===== config.mk =====
export PLATFORM = sky130hd
export DESIGN_NAME = tcsr_regs
export DESIGN_NICKNAME = d
export VERILOG_FILES = /design/src/tcsr_pkg.sv /design/src/tcsr_regs.sv /design/src/tcsr_xtal_div.sv
export SDC_FILE = /design/constraint.sdc
export NUM_CORES = 1
export LEC_CHECK = 0
export BUFFER_PORTS_ARGS = -buffer_cell sky130_fd_sc_hd__buf_2
export CAP_MARGIN = 20
export CORE_AREA = 5 5 129 131
export CTS_CLUSTER_DIAMETER = 40
export DETAILED_ROUTE_END_ITERATION = 10
export DIE_AREA = 0 0 134 136
export PLACE_DENSITY_LB_ADDON = 0.2
export REMOVE_ABC_BUFFERS = 1
export SKIP_LAST_GASP = 1
export SYNTH_ARGS = -nofsm -noshare
export SYNTH_HDL_FRONTEND = slang
export SYNTH_SLANG_ARGS = --single-unit

===== constraint.sdc =====
create_clock -name i_core_clk -period 5.1 [get_ports i_core_clk]
set_clock_uncertainty 0.2 [all_clocks]
set_input_delay 1.53 -clock i_core_clk [delete_from_list [all_inputs] [get_ports i_core_clk]]
set_output_delay 1.53 -clock i_core_clk [all_outputs]
set_load 0.02 [all_outputs]

===== src/tcsr_pkg.sv =====
// Package of constants and types for the tuner control and status register set
// Function
// - Modulation bit selects QAM or QPSK plus 7dB
// - Bias bits 6:5 select baseband linearity level
// - Bit 4 selects low or high LO injection
// - Bits 3:1 set AGC attack point, 2dB steps
// - Bit 0 enables the power detector
// - Crystal divider code: zero off, else divide-by-code
// - Power-down stops chip, bus and registers kept
// - Standby stops path and synth, crystal stays
// - Bit 0 high disables Q channel output
// - Reference divider byte, default 56, range 22-182
// - Integer divider split: high byte, low bits 7:3
// - Status bits 4:3 mirror charge-pump code, 7:5 zero
// - Status bit 2 high after power cycle
// - STOP during read clears the power-cycled flag
// - Status bit 1 reports autoselect success
// - Status bit 0 high while autoselect inactive
// - Read returns status one then two, MSB first
// - Write data bytes go to successive register addresses
// - Charge-pump code maps 1.5, 2, 2.5, 3 mA
package tcsr_pkg;

	// ----------------------------------------------------------------
	// Serial bus
	// ----------------------------------------------------------------
	localparam logic [6:0] TCSR_SLAVE_ADDR = 7'h60;
	localparam logic [3:0] TCSR_BITS_PER_BYTE = 4'h8;

	// ----------------------------------------------------------------
	// Register addresses
	// ----------------------------------------------------------------
	localparam logic [7:0] TCSR_ADDR_INT_DIV_HIGH = 8'h00;
	localparam logic [7:0] TCSR_ADDR_INT_DIV_LOW = 8'h01;
	localparam logic [7:0] TCSR_ADDR_REF_DIV = 8'h02;
	localparam logic [7:0] TCSR_ADDR_CONTROL = 8'h03;
	localparam logic [7:0] TCSR_ADDR_XTAL_DIV = 8'h04;

	// ----------------------------------------------------------------
	// Reset values
	// ----------------------------------------------------------------
	localparam logic [7:0] TCSR_RST_CONTROL = 8'h56;
	localparam logic [7:0] TCSR_RST_XTAL_DIV = 8'h08;
	localparam logic [7:0] TCSR_RST_REF_DIV = 8'h38;
	localparam logic [7:0] TCSR_RST_INT_DIV_HIGH = 8'h53;
	localparam logic [4:0] TCSR_RST_INT_DIV_LOW = 5'h1f;

	// ----------------------------------------------------------------
	// Field positions
	// ----------------------------------------------------------------
	localparam int TCSR_INT_LOW_LSB = 3;
	localparam logic [1:0] TCSR_STATUS_PAD = 2'h0;
	localparam logic [2:0] TCSR_STATUS_UNUSED = 3'h0;

	// ----------------------------------------------------------------
	// Field layouts
	// ----------------------------------------------------------------
	typedef struct packed {
		logic modulation_select;
		logic [1:0] baseband_bias_level;
		logic injection_side_select;
		logic [2:0] agc_attack_point;
		logic power_detector_enable;
	} tcsr_control_t;

	typedef struct packed {
		logic [4:0] crystal_out_divider;
		logic soft_power_down;
		logic soft_standby;
		logic quadrature_channel_off;
	} tcsr_xtal_t;

	typedef struct packed {
		logic [2:0] unused;
		logic [1:0] charge_pump_current_code;
		logic power_cycled_flag;
		logic autoselect_success;
		logic autoselect_idle;
	} tcsr_status_t;

	// Serial engine states
	typedef enum logic [3:0] {
		TCSR_IDLE = 4'h0,
		TCSR_DEV_ADDR = 4'h1,
		TCSR_DEV_ACK = 4'h2,
		TCSR_REG_ADDR = 4'h3,
		TCSR_REG_ACK = 4'h4,
		TCSR_WR_DATA = 4'h5,
		TCSR_WR_ACK = 4'h6,
		TCSR_RD_DATA = 4'h7,
		TCSR_RD_ACK = 4'h8
	} tcsr_state_t;

endpackage


===== src/tcsr_regs.sv =====
// Tuner control and status register set behind a two-wire serial slave
`timescale 1ns/1ps
`default_nettype none
module tcsr_regs
	import tcsr_pkg::*;
(
	// Clock and reset
	input wire logic i_core_clk,
	input wire logic i_arst_n,
	// Two-wire serial bus
	input wire logic i_scl,
	input wire logic i_sda,
	output logic o_sda_out,
	output logic o_sda_oe_n,
	// Status sources
	input wire logic [1:0] i_charge_pump_current_code,
	input wire logic i_autoselect_success,
	input wire logic i_autoselect_idle,
	input wire logic [7:0] i_status_second,
	// Baseband and RF controls
	output logic o_modulation_select,
	output logic o_baseband_gain_step,
	output logic [1:0] o_baseband_bias_level,
	output logic o_injection_side_select,
	output logic [2:0] o_agc_attack_point,
	output logic o_power_detector_enable,
	output logic o_quadrature_channel_on,
	// Power controls
	output logic o_chip_enable,
	output logic o_signal_path_enable,
	output logic o_synth_enable,
	output logic o_crystal_osc_enable,
	output logic o_crystal_out_enable,
	output logic o_crystal_clock_output,
	// Synthesizer words
	output logic [7:0] o_ref_divider,
	output logic [12:0] o_int_divider
);

	// ----------------------------------------------------------------
	// Register storage
	// ----------------------------------------------------------------
	tcsr_control_t control_r, control_nxt;
	tcsr_xtal_t xtal_r, xtal_nxt;
	logic [7:0] ref_div_r, ref_div_nxt;
	logic [7:0] int_high_r, int_high_nxt;
	logic [4:0] int_low_r, int_low_nxt;
	logic power_cycled_r, power_cycled_nxt;

	// ----------------------------------------------------------------
	// Serial engine state
	// ----------------------------------------------------------------
	tcsr_state_t state_r, state_nxt;
	logic scl_prev_r, scl_prev_nxt;
	logic sda_prev_r, sda_prev_nxt;
	logic [3:0] cnt_r, cnt_nxt;
	logic [7:0] shift_r, shift_nxt;
	logic [7:0] ptr_r, ptr_nxt;
	logic read_r, read_nxt;
	logic second_r, second_nxt;
	logic master_ack_r, master_ack_nxt;
	logic pull_low_r, pull_low_nxt;

	logic scl_rise;
	logic scl_fall;
	logic start_cond;
	logic stop_cond;
	logic wr_en;
	logic clear_flag;
	tcsr_status_t status_first;

	assign scl_rise = i_scl && !scl_prev_r;
	assign scl_fall = !i_scl && scl_prev_r;
	assign start_cond = i_scl && scl_prev_r && sda_prev_r && !i_sda;
	assign stop_cond = i_scl && scl_prev_r && !sda_prev_r && i_sda;

	// First status byte, unused bits forced low
	always_comb begin
		status_first.unused = TCSR_STATUS_UNUSED;
		status_first.charge_pump_current_code = i_charge_pump_current_code;
		status_first.power_cycled_flag = power_cycled_r;
		status_first.autoselect_success = i_autoselect_success;
		status_first.autoselect_idle = i_autoselect_idle;
	end

	// ----------------------------------------------------------------
	// Serial engine
	// ----------------------------------------------------------------
	always_comb begin
		state_nxt = state_r;
		scl_prev_nxt = i_scl;
		sda_prev_nxt = i_sda;
		cnt_nxt = cnt_r;
		shift_nxt = shift_r;
		ptr_nxt = ptr_r;
		read_nxt = read_r;
		second_nxt = second_r;
		master_ack_nxt = master_ack_r;
		pull_low_nxt = pull_low_r;
		wr_en = 1'b0;
		clear_flag = 1'b0;
		if (stop_cond) begin
			clear_flag = read_r;
			state_nxt = TCSR_IDLE;
			read_nxt = 1'b0;
			pull_low_nxt = 1'b0;
		end else if (start_cond) begin
			state_nxt = TCSR_DEV_ADDR;
			cnt_nxt = '0;
			read_nxt = 1'b0;
			pull_low_nxt = 1'b0;
		end else begin
			case (state_r)
				TCSR_DEV_ADDR, TCSR_REG_ADDR, TCSR_WR_DATA: begin
					if (scl_rise) begin
						shift_nxt = {shift_r[6:0], i_sda};
						cnt_nxt = cnt_r + 4'h1;
					end else if (scl_fall && cnt_r == TCSR_BITS_PER_BYTE) begin
						cnt_nxt = '0;
						pull_low_nxt = 1'b1;
						if (state_r == TCSR_DEV_ADDR) begin
							if (shift_r[7:1] == TCSR_SLAVE_ADDR) begin
								read_nxt = shift_r[0];
								state_nxt = TCSR_DEV_ACK;
							end else begin
								pull_low_nxt = 1'b0;
								state_nxt = TCSR_IDLE;
							end
						end else if (state_r == TCSR_REG_ADDR) begin
							ptr_nxt = shift_r;
							state_nxt = TCSR_REG_ACK;
						end else begin
							wr_en = 1'b1;
							state_nxt = TCSR_WR_ACK;
						end
					end
				end
				TCSR_DEV_ACK: begin
					if (scl_fall) begin
						cnt_nxt = '0;
						if (read_r) begin
							shift_nxt = status_first;
							second_nxt = 1'b0;
							pull_low_nxt = !status_first[7];
							state_nxt = TCSR_RD_DATA;
						end else begin
							pull_low_nxt = 1'b0;
							state_nxt = TCSR_REG_ADDR;
						end
					end
				end
				TCSR_REG_ACK: begin
					if (scl_fall) begin
						pull_low_nxt = 1'b0;
						state_nxt = TCSR_WR_DATA;
					end
				end
				TCSR_WR_ACK: begin
					if (scl_fall) begin
						pull_low_nxt = 1'b0;
						ptr_nxt = ptr_r + 8'h01;
						state_nxt = TCSR_WR_DATA;
					end
				end
				TCSR_RD_DATA: begin
					if (scl_rise) begin
						cnt_nxt = cnt_r + 4'h1;
					end else if (scl_fall) begin
						if (cnt_r == TCSR_BITS_PER_BYTE) begin
							cnt_nxt = '0;
							pull_low_nxt = 1'b0;
							state_nxt = TCSR_RD_ACK;
						end else begin
							shift_nxt = {shift_r[6:0], 1'b0};
							pull_low_nxt = !shift_r[6];
						end
					end
				end
				TCSR_RD_ACK: begin
					if (scl_rise) begin
						master_ack_nxt = !i_sda;
					end else if (scl_fall) begin
						if (master_ack_r) begin
							second_nxt = !second_r;
							shift_nxt = second_r ? status_first : i_status_second;
							pull_low_nxt = second_r ? !status_first[7] : !i_status_second[7];
							state_nxt = TCSR_RD_DATA;
						end else begin
							state_nxt = TCSR_IDLE;
						end
					end
				end
				default: begin
					pull_low_nxt = 1'b0;
					state_nxt = TCSR_IDLE;
				end
			endcase
		end
	end

	always_ff @(posedge i_core_clk or negedge i_arst_n) begin
		if (!i_arst_n) begin
			state_r <= TCSR_IDLE;
			scl_prev_r <= 1'b1;
			sda_prev_r <= 1'b1;
			cnt_r <= '0;
			shift_r <= '0;
			ptr_r <= '0;
			read_r <= 1'b0;
			second_r <= 1'b0;
			master_ack_r <= 1'b0;
			pull_low_r <= 1'b0;
		end else begin
			state_r <= state_nxt;
			scl_prev_r <= scl_prev_nxt;
			sda_prev_r <= sda_prev_nxt;
			cnt_r <= cnt_nxt;
			shift_r <= shift_nxt;
			ptr_r <= ptr_nxt;
			read_r <= read_nxt;
			second_r <= second_nxt;
			master_ack_r <= master_ack_nxt;
			pull_low_r <= pull_low_nxt;
		end
	end

	// Open-drain: only ever drive low
	assign o_sda_out = 1'b0;
	assign o_sda_oe_n = !pull_low_r;

	// ----------------------------------------------------------------
	// Register writes
	// ----------------------------------------------------------------
	always_comb begin
		control_nxt = control_r;
		xtal_nxt = xtal_r;
		ref_div_nxt = ref_div_r;
		int_high_nxt = int_high_r;
		int_low_nxt = int_low_r;
		power_cycled_nxt = power_cycled_r;
		if (clear_flag) begin
			power_cycled_nxt = 1'b0;
		end
		if (wr_en) begin
			if (ptr_r == TCSR_ADDR_CONTROL) begin
				control_nxt = shift_r;
			end else if (ptr_r == TCSR_ADDR_XTAL_DIV) begin
				xtal_nxt = shift_r;
			end else if (ptr_r == TCSR_ADDR_REF_DIV) begin
				ref_div_nxt = shift_r;
			end else if (ptr_r == TCSR_ADDR_INT_DIV_HIGH) begin
				int_high_nxt = shift_r;
			end else if (ptr_r == TCSR_ADDR_INT_DIV_LOW) begin
				int_low_nxt = shift_r[7:TCSR_INT_LOW_LSB];
			end
		end
	end

	// Power-cycled flag comes up set on every reset
	always_ff @(posedge i_core_clk or negedge i_arst_n) begin
		if (!i_arst_n) begin
			control_r <= TCSR_RST_CONTROL;
			xtal_r <= TCSR_RST_XTAL_DIV;
			ref_div_r <= TCSR_RST_REF_DIV;
			int_high_r <= TCSR_RST_INT_DIV_HIGH;
			int_low_r <= TCSR_RST_INT_DIV_LOW;
			power_cycled_r <= 1'b1;
		end else begin
			control_r <= control_nxt;
			xtal_r <= xtal_nxt;
			ref_div_r <= ref_div_nxt;
			int_high_r <= int_high_nxt;
			int_low_r <= int_low_nxt;
			power_cycled_r <= power_cycled_nxt;
		end
	end

	// ----------------------------------------------------------------
	// Control decode
	// ----------------------------------------------------------------
	logic path_on;
	assign path_on = !xtal_r.soft_power_down && !xtal_r.soft_standby;

	assign o_modulation_select = control_r.modulation_select;
	assign o_baseband_gain_step = control_r.modulation_select && path_on;
	assign o_baseband_bias_level = control_r.baseband_bias_level;
	assign o_injection_side_select = control_r.injection_side_select;
	assign o_agc_attack_point = control_r.agc_attack_point;
	assign o_power_detector_enable = control_r.power_detector_enable && path_on;
	assign o_quadrature_channel_on = !xtal_r.quadrature_channel_off && path_on;
	assign o_chip_enable = !xtal_r.soft_power_down;
	assign o_signal_path_enable = path_on;
	assign o_synth_enable = path_on;
	assign o_crystal_osc_enable = !xtal_r.soft_power_down;
	assign o_crystal_out_enable = !xtal_r.soft_power_down
		&& xtal_r.crystal_out_divider != 5'h00;
	assign o_ref_divider = ref_div_r;
	assign o_int_divider = {int_high_r, int_low_r};

	tcsr_xtal_div #(
		.WIDTH(5)
	) u_xtal_div (
		.i_core_clk(i_core_clk),
		.i_arst_n(i_arst_n),
		.i_enable(o_crystal_out_enable),
		.i_ratio(xtal_r.crystal_out_divider),
		.o_tick(o_crystal_clock_output)
	);

endmodule
`default_nettype wire


===== src/tcsr_xtal_div.sv =====
// Crystal output divider producing one enable pulse per divide period
`timescale 1ns/1ps
`default_nettype none
module tcsr_xtal_div #(
	parameter int WIDTH = 5
) (
	// Clock and reset
	input wire logic i_core_clk,
	input wire logic i_arst_n,
	// Control
	input wire logic i_enable,
	input wire logic [WIDTH-1:0] i_ratio,
	// Divided output
	output logic o_tick
);

	logic [WIDTH-1:0] cnt_r;
	logic [WIDTH-1:0] cnt_nxt;
	logic tick_r;
	logic tick_nxt;

	// Code zero turns the output off; other codes divide by the code
	always_comb begin
		cnt_nxt = cnt_r;
		tick_nxt = 1'b0;
		if (!i_enable || i_ratio == '0) begin
			cnt_nxt = '0;
		end else if (cnt_r + 1'b1 >= i_ratio) begin
			cnt_nxt = '0;
			tick_nxt = 1'b1;
		end else begin
			cnt_nxt = cnt_r + 1'b1;
		end
	end

	always_ff @(posedge i_core_clk or negedge i_arst_n) begin
		if (!i_arst_n) begin
			cnt_r <= '0;
			tick_r <= 1'b0;
		end else begin
			cnt_r <= cnt_nxt;
			tick_r <= tick_nxt;
		end
	end

	assign o_tick = tick_r;

endmodule
`default_nettype wire


=== Yosys cells after proc, flatten, opt, wreduce, memory -nomap -nowiden ===
Index checks and enable logic that the tools add are counted.

* Register bits after elaboration: 74
* Input bits: 16
* Word-level logic and storage cells: 214

* $add $sub $neg: 3
* Order comparisons: 1
* Eq/ne operators: 43
* Multiplexer cells: 84
* Bitwise operators: 6
* Reduce and logical (&&, ||, !) cells: 52

{| class="wikitable"
|+ Operator list
! kind !! number
|-
| $mux W8 || 15
|-
| $mux W4 || 19
|-
| $ne A4 B4 Y1 const B || 12
|-
| $mux W1 || 38
|-
| $pmux W8 S4 || 1
|-
| $ne A2 B2 Y1 const B || 14
|-
| $pmux W4 S5 || 1
|-
| $reduce_and A9 Y1 || 2
|-
| $eq A4 B3 Y1 const B || 4
|-
| $eq A8 B2 Y1 const B || 2
|-
| $pmux W8 S2 || 1
|-
| $reduce_and A8 Y1 || 2
|-
| $logic_and A1 B1 Y1 || 13
|-
| $logic_not A1 Y1 || 12
|-
| $pmux W4 S3 || 1
|-
| $reduce_and A12 Y1 || 1
|-
| $reduce_and A6 Y1 || 2
|-
| $reduce_bool A3 Y1 || 4
|-
| $mux W5 || 2
|-
| $reduce_and A5 Y1 || 2
|-
| $add A8 B1 Y8 const B || 1
|-
| $eq A4 B2 Y1 const B || 2
|-
| $eq A4 B4 Y1 const B || 2
|-
| $eq A8 B1 Y1 const B || 1
|-
| 25 further kinds || 35
|}

=== Depth between registers and ports, before layout ===
* Depth after elaboration: 9
* Mapped depth: 9
* Depth with buffers taken out: 7

=== Hierarchy ===
From an unflattened synthesis, not the netlist that was laid out.

* Cells, all modules: 400
* Area total of the unflattened synthesis: 4,247.8 um2

{| class="wikitable"
|+ By module, submodules not included
! module !! times used !! cells an instance !! area an instance (um2) !! seq. area each (um2)
|-
| tcsr_regs || 1 || 362 || 3,851.2 || 1,726.7
|-
| tcsr_xtal_div || 1 || 38 || 396.6 || 150.1
|}

=== Worst setup path before layout ===
OpenSTA, ideal clock, no wires.

* Path kind: input-to-reg
* From: input port i_scl
* To: register int_high_r[2]
* Library setup time: 125 ps
* Arrival: 3,058 ps
* Data required time: 4,775 ps
* Path slack: 1,717 ps
* Cell stages on the path: 7
* Path buffers: 1
* Cells stage by stage: ha_1 -> and2b_1 -> and4b_1 -> and4b_1 -> buf_6 -> o2111ai_4 -> mux2_2

* Cells in the longest elaborated chain, start to end: 9
* Elaborated cells between the ends (all ways): 15
* Classes of those cells: 5 x mux; 10 x reduce/logical

{| class="wikitable"
|+ RTL lines
! element !! RTL line !! source
|-
| start: declaration || tcsr_regs.sv:11 || <nowiki>input wire logic i_scl,</nowiki>
|-
| $logic_not A1 Y1 || tcsr_regs.sv:73 || <nowiki>assign scl_fall = !i_scl && scl_prev_r;</nowiki>
|-
| $logic_and A1 B1 Y1 || tcsr_regs.sv:73 ||
|-
| $logic_and A1 B1 Y1 || tcsr_regs.sv:118 || <nowiki>end else if (scl_fall && cnt_r == TCSR_BITS_PER_BYTE) begin</nowiki>
|-
| $mux W1 || tcsr_regs.sv:118 ||
|-
| $mux W1 || tcsr_regs.sv:115 || <nowiki>if (scl_rise) begin</nowiki>
|-
| $mux W1 || tcsr_regs.sv:113 || <nowiki>case (state_r)</nowiki>
|-
| $mux W1 || tcsr_regs.sv:107 || <nowiki>end else if (start_cond) begin</nowiki>
|-
| $mux W1 * || tcsr_regs.sv:102 || <nowiki>if (stop_cond) begin</nowiki>
|-
| $reduce_and A5 Y1 (no source line) * || - ||
|-
| end signal: assignment || tcsr_regs.sv:272 || <nowiki>int_high_r <= int_high_nxt;</nowiki>
|-
| end: declaration || tcsr_regs.sv:46 || <nowiki>logic [7:0] int_high_r, int_high_nxt;</nowiki>
|}

Every way passes the cells marked *; elsewhere a longest branch is shown, timed or not.
A chain may end at the register's enable or synchronous reset.

=== Worst setup path after layout ===
* From: input port i_scl
* To: register int_high_r[5]

The elaborated chain is that of the path after synthesis.

==> metrics <==
CTS buffer count=9; area of the multi-input gates=around 2200 um2; DP Wirelength=just under 8 mm; # IOs=55; Post-Syn Area=4350 um2; Initial Util=28.1%; slew of the pin with the lowest slew margin=1.08 ns; row count=46; placed cell count=626; Die Wd=134 um; Synth Flop Type=dfrtp_1; setup TNS=0 ns; fillers=roughly 1.6k; area delta synth->final=15.2%; Ys Warns=0; ys async rst share=100%; #FFs+latches synth=74; crit path kind=in2reg; Post-DP Area=approximately 4700 um2; Port-buffer cells=53; worst-path maximum fanout=8; Synth top cells by count=54 x dfrtp_1, 49 x mux2_2, 29 x nand2_1, 20 x dfstp_2; initial antenna violation count=0; synthesized area per cell=around 11 um2; grt ovf=0; CTS max path bufs=2; global-route usage over all layers=around an eighth; fin area=around 5000 um2; antenna diode count=0; Final Hold Viols=0; Post-CTS Hold Buffers=0; DR vias=3311; Worst VDD drop=0.136 mV; Startpoint Class=primary input; pwr/cell area=264 nW/um2; Pleak=approximately 2.3 nW; WP data required=5.12 ns; number of detailed-route iterations in the first pass=4; Core Region=roughly 15000 um2; vias in the first global route=around 3.3k; Critical Path AT=between 3 and 4 ns; die area=~18000 um2; Seq/Total Area, Yosys=43.1%; Reg2Reg Setup Slack=2.13 ns; Final #Nets=476; htree depth=3; initial DRC count=roughly 270; TritonCTS clock tree=yes; min cycle time layout=~3.5 ns; worst skew pair latency=0.34 ns; unrepaired setup endpoints after global routing=false; FMAX=approximately 280 MHz; Clk pin slew, worst setup/hold paths=0.06 ns; CTS sink cnt=74; final hold slack=a little under 0.3 ns; Post-Route WL=approximately 11 mm; ranking of synthesized cells by area=dfrtp_1 31%, mux2_2 13%, dfstp_2 12%; final core occ=about a third; Final ANT Viol Nets=0; Final Max Tran Viols=0; share of cells above drive strength 1=34.2%; CTS root buf=clkbuf_16; residual DRC count=0; post-CTS setup buffer count=0; HP Class=reg2reg; post-DR wirelength/cell=17.1 um; # Max-Cap Violations=0; area leader, netlist=dfrtp_1; status=complete, no violations; post-CTS resize count=0; Post-Syn Instances=413; DR vias/cell=~5.2; gp weighted congestion=0.846; Register Area=1880 um2; die height=136 um; Slew headroom=27.5%; Final Cycle Share=68.9%; Yosys cell types=70; crit end category=flip-flop; Post-synth EDFFs=0; first-pass GRT wire length=17.8 mm; most numerous cell in the Yosys netlist=dfrtp_1; largest net degree at the start of global routing=75; Post-Layout Cell Count=642; top cell type's share of synthesized area=31.1%; final setup vio count=0
cell usage in the layout, fill, tap and decap left out, types with 3 or more instances in the layout:
cell,count
nand3_1,17
clkbuf_16,10
buf_2,53
dfrtp_1,54
nor2_1,19
o22a_1,9
nor3_1,4
nor2b_1,8
dfstp_2,20
mux2i_1,4
a21o_1,3
nor4_1,3
a311oi_1,3
a22o_1,3
a21oi_1,19
a31oi_1,8
mux2_2,49
nor3b_1,3
a221oi_1,4
nand2_1,29
o21ai_0,11
and2_1,6
a221o_1,5
a21boi_0,3
xnor2_1,3
inv_1,19
ha_1,15
nand2b_1,8
flip-flops by register name, indices dropped and copies added, names as in the netlist, 5 cells and up:
| register | cells |
|---|---|
| u_xtal_div.cnt_r | 5 |
| shift_r | 8 |
| int_low_r | 5 |
| o_ref_divider | 8 |
| ptr_r | 8 |
| int_high_r | 8 |
| xtal_r | 8 |
path summary, 6_finish.rpt:
check / startpoint / endpoint / cells past startpoint
setup / recovery: i_scl / int_high_r[5]$_DFFE_PN0P_ / 7
min in group asynchronous: i_arst_n / u_xtal_div.cnt_r[4]$_DFF_PN0_ / 2
hold reg to reg: cnt_r[3]$_DFFE_PN0P_ / cnt_r[3]$_DFFE_PN0P_ / 1
setup reg to reg: state_r[0]$_DFFE_PN0P_ / shift_r[0]$_DFFE_PN0P_ / 5
hold / removal: cnt_r[3]$_DFFE_PN0P_ / cnt_r[3]$_DFFE_PN0P_ / 1
max in group asynchronous: i_arst_n / cnt_r[0]$_DFFE_PN0P_ / 2
per-stage QoR:
| stage | power [W] | setup slack (ns) |
|---|---|---|
| final | 0.00132 | 1.59 |
| after global routing | 0.00137 | 1.44 |
| after CTS | 0.00135 | 1.59 |
| after detailed placement | 0.000661 | 1.23 |
| after global placement | 0.000661 | 1.28 |
| after floorplan | 0.000631 | 1.48 |
report_power, final:
group	switching [W]	internal, W	total [W]
logic	0.0000353	0.0000168	0.0000521
registers	0.00000644	0.000592	0.000598
clock network	0.000259	0.000413	0.000673
total	0.000301	0.00102	0.00132
layer usage:
layer	vias up	track usage [%]	wire length [um]
met5	-	0	0
met4	0	3.26	148
met1	1628	16.2	5030
met2	100	20.8	5230
met3	15	2.96	559
li1	1568	-	-
final cells by class:
| type | count | area share (%) |
|---|---|---|
| sequential | 74 | 37.4 |
| multi-input combinational | 286 | 44.4 |
| timing repair buffer | 55 | 5.59 |
| clock buffer | 10 | 4.99 |
| clock inverter | 6 | 1.42 |
| tap | 192 | 4.79 |
| inverter | 19 | 1.42 |
logic make-up after synthesis:
logic type / count (synthesis) / share of synthesized area (%)
xor+xnor: 5 / 1.01
buf+inv: 53 / 5.89
compound gates: 93 / 16.6
flops: 74 / 43.1
simple gates: 119 / 15.4
mux: 53 / 13.6
fa+ha+maj: 15 / 4.31
other cells: 1 / 0.0862
worst max-delay path, stage by stage:
cell and delay [ns]:
buf_2 0.13, ha_1 0.28, and2b_1 0.32, and4b_1 0.24, and4b_1 0.43, o2111ai_4 0.27, mux2_2 0.33
(Power assumes the default switching activity.)
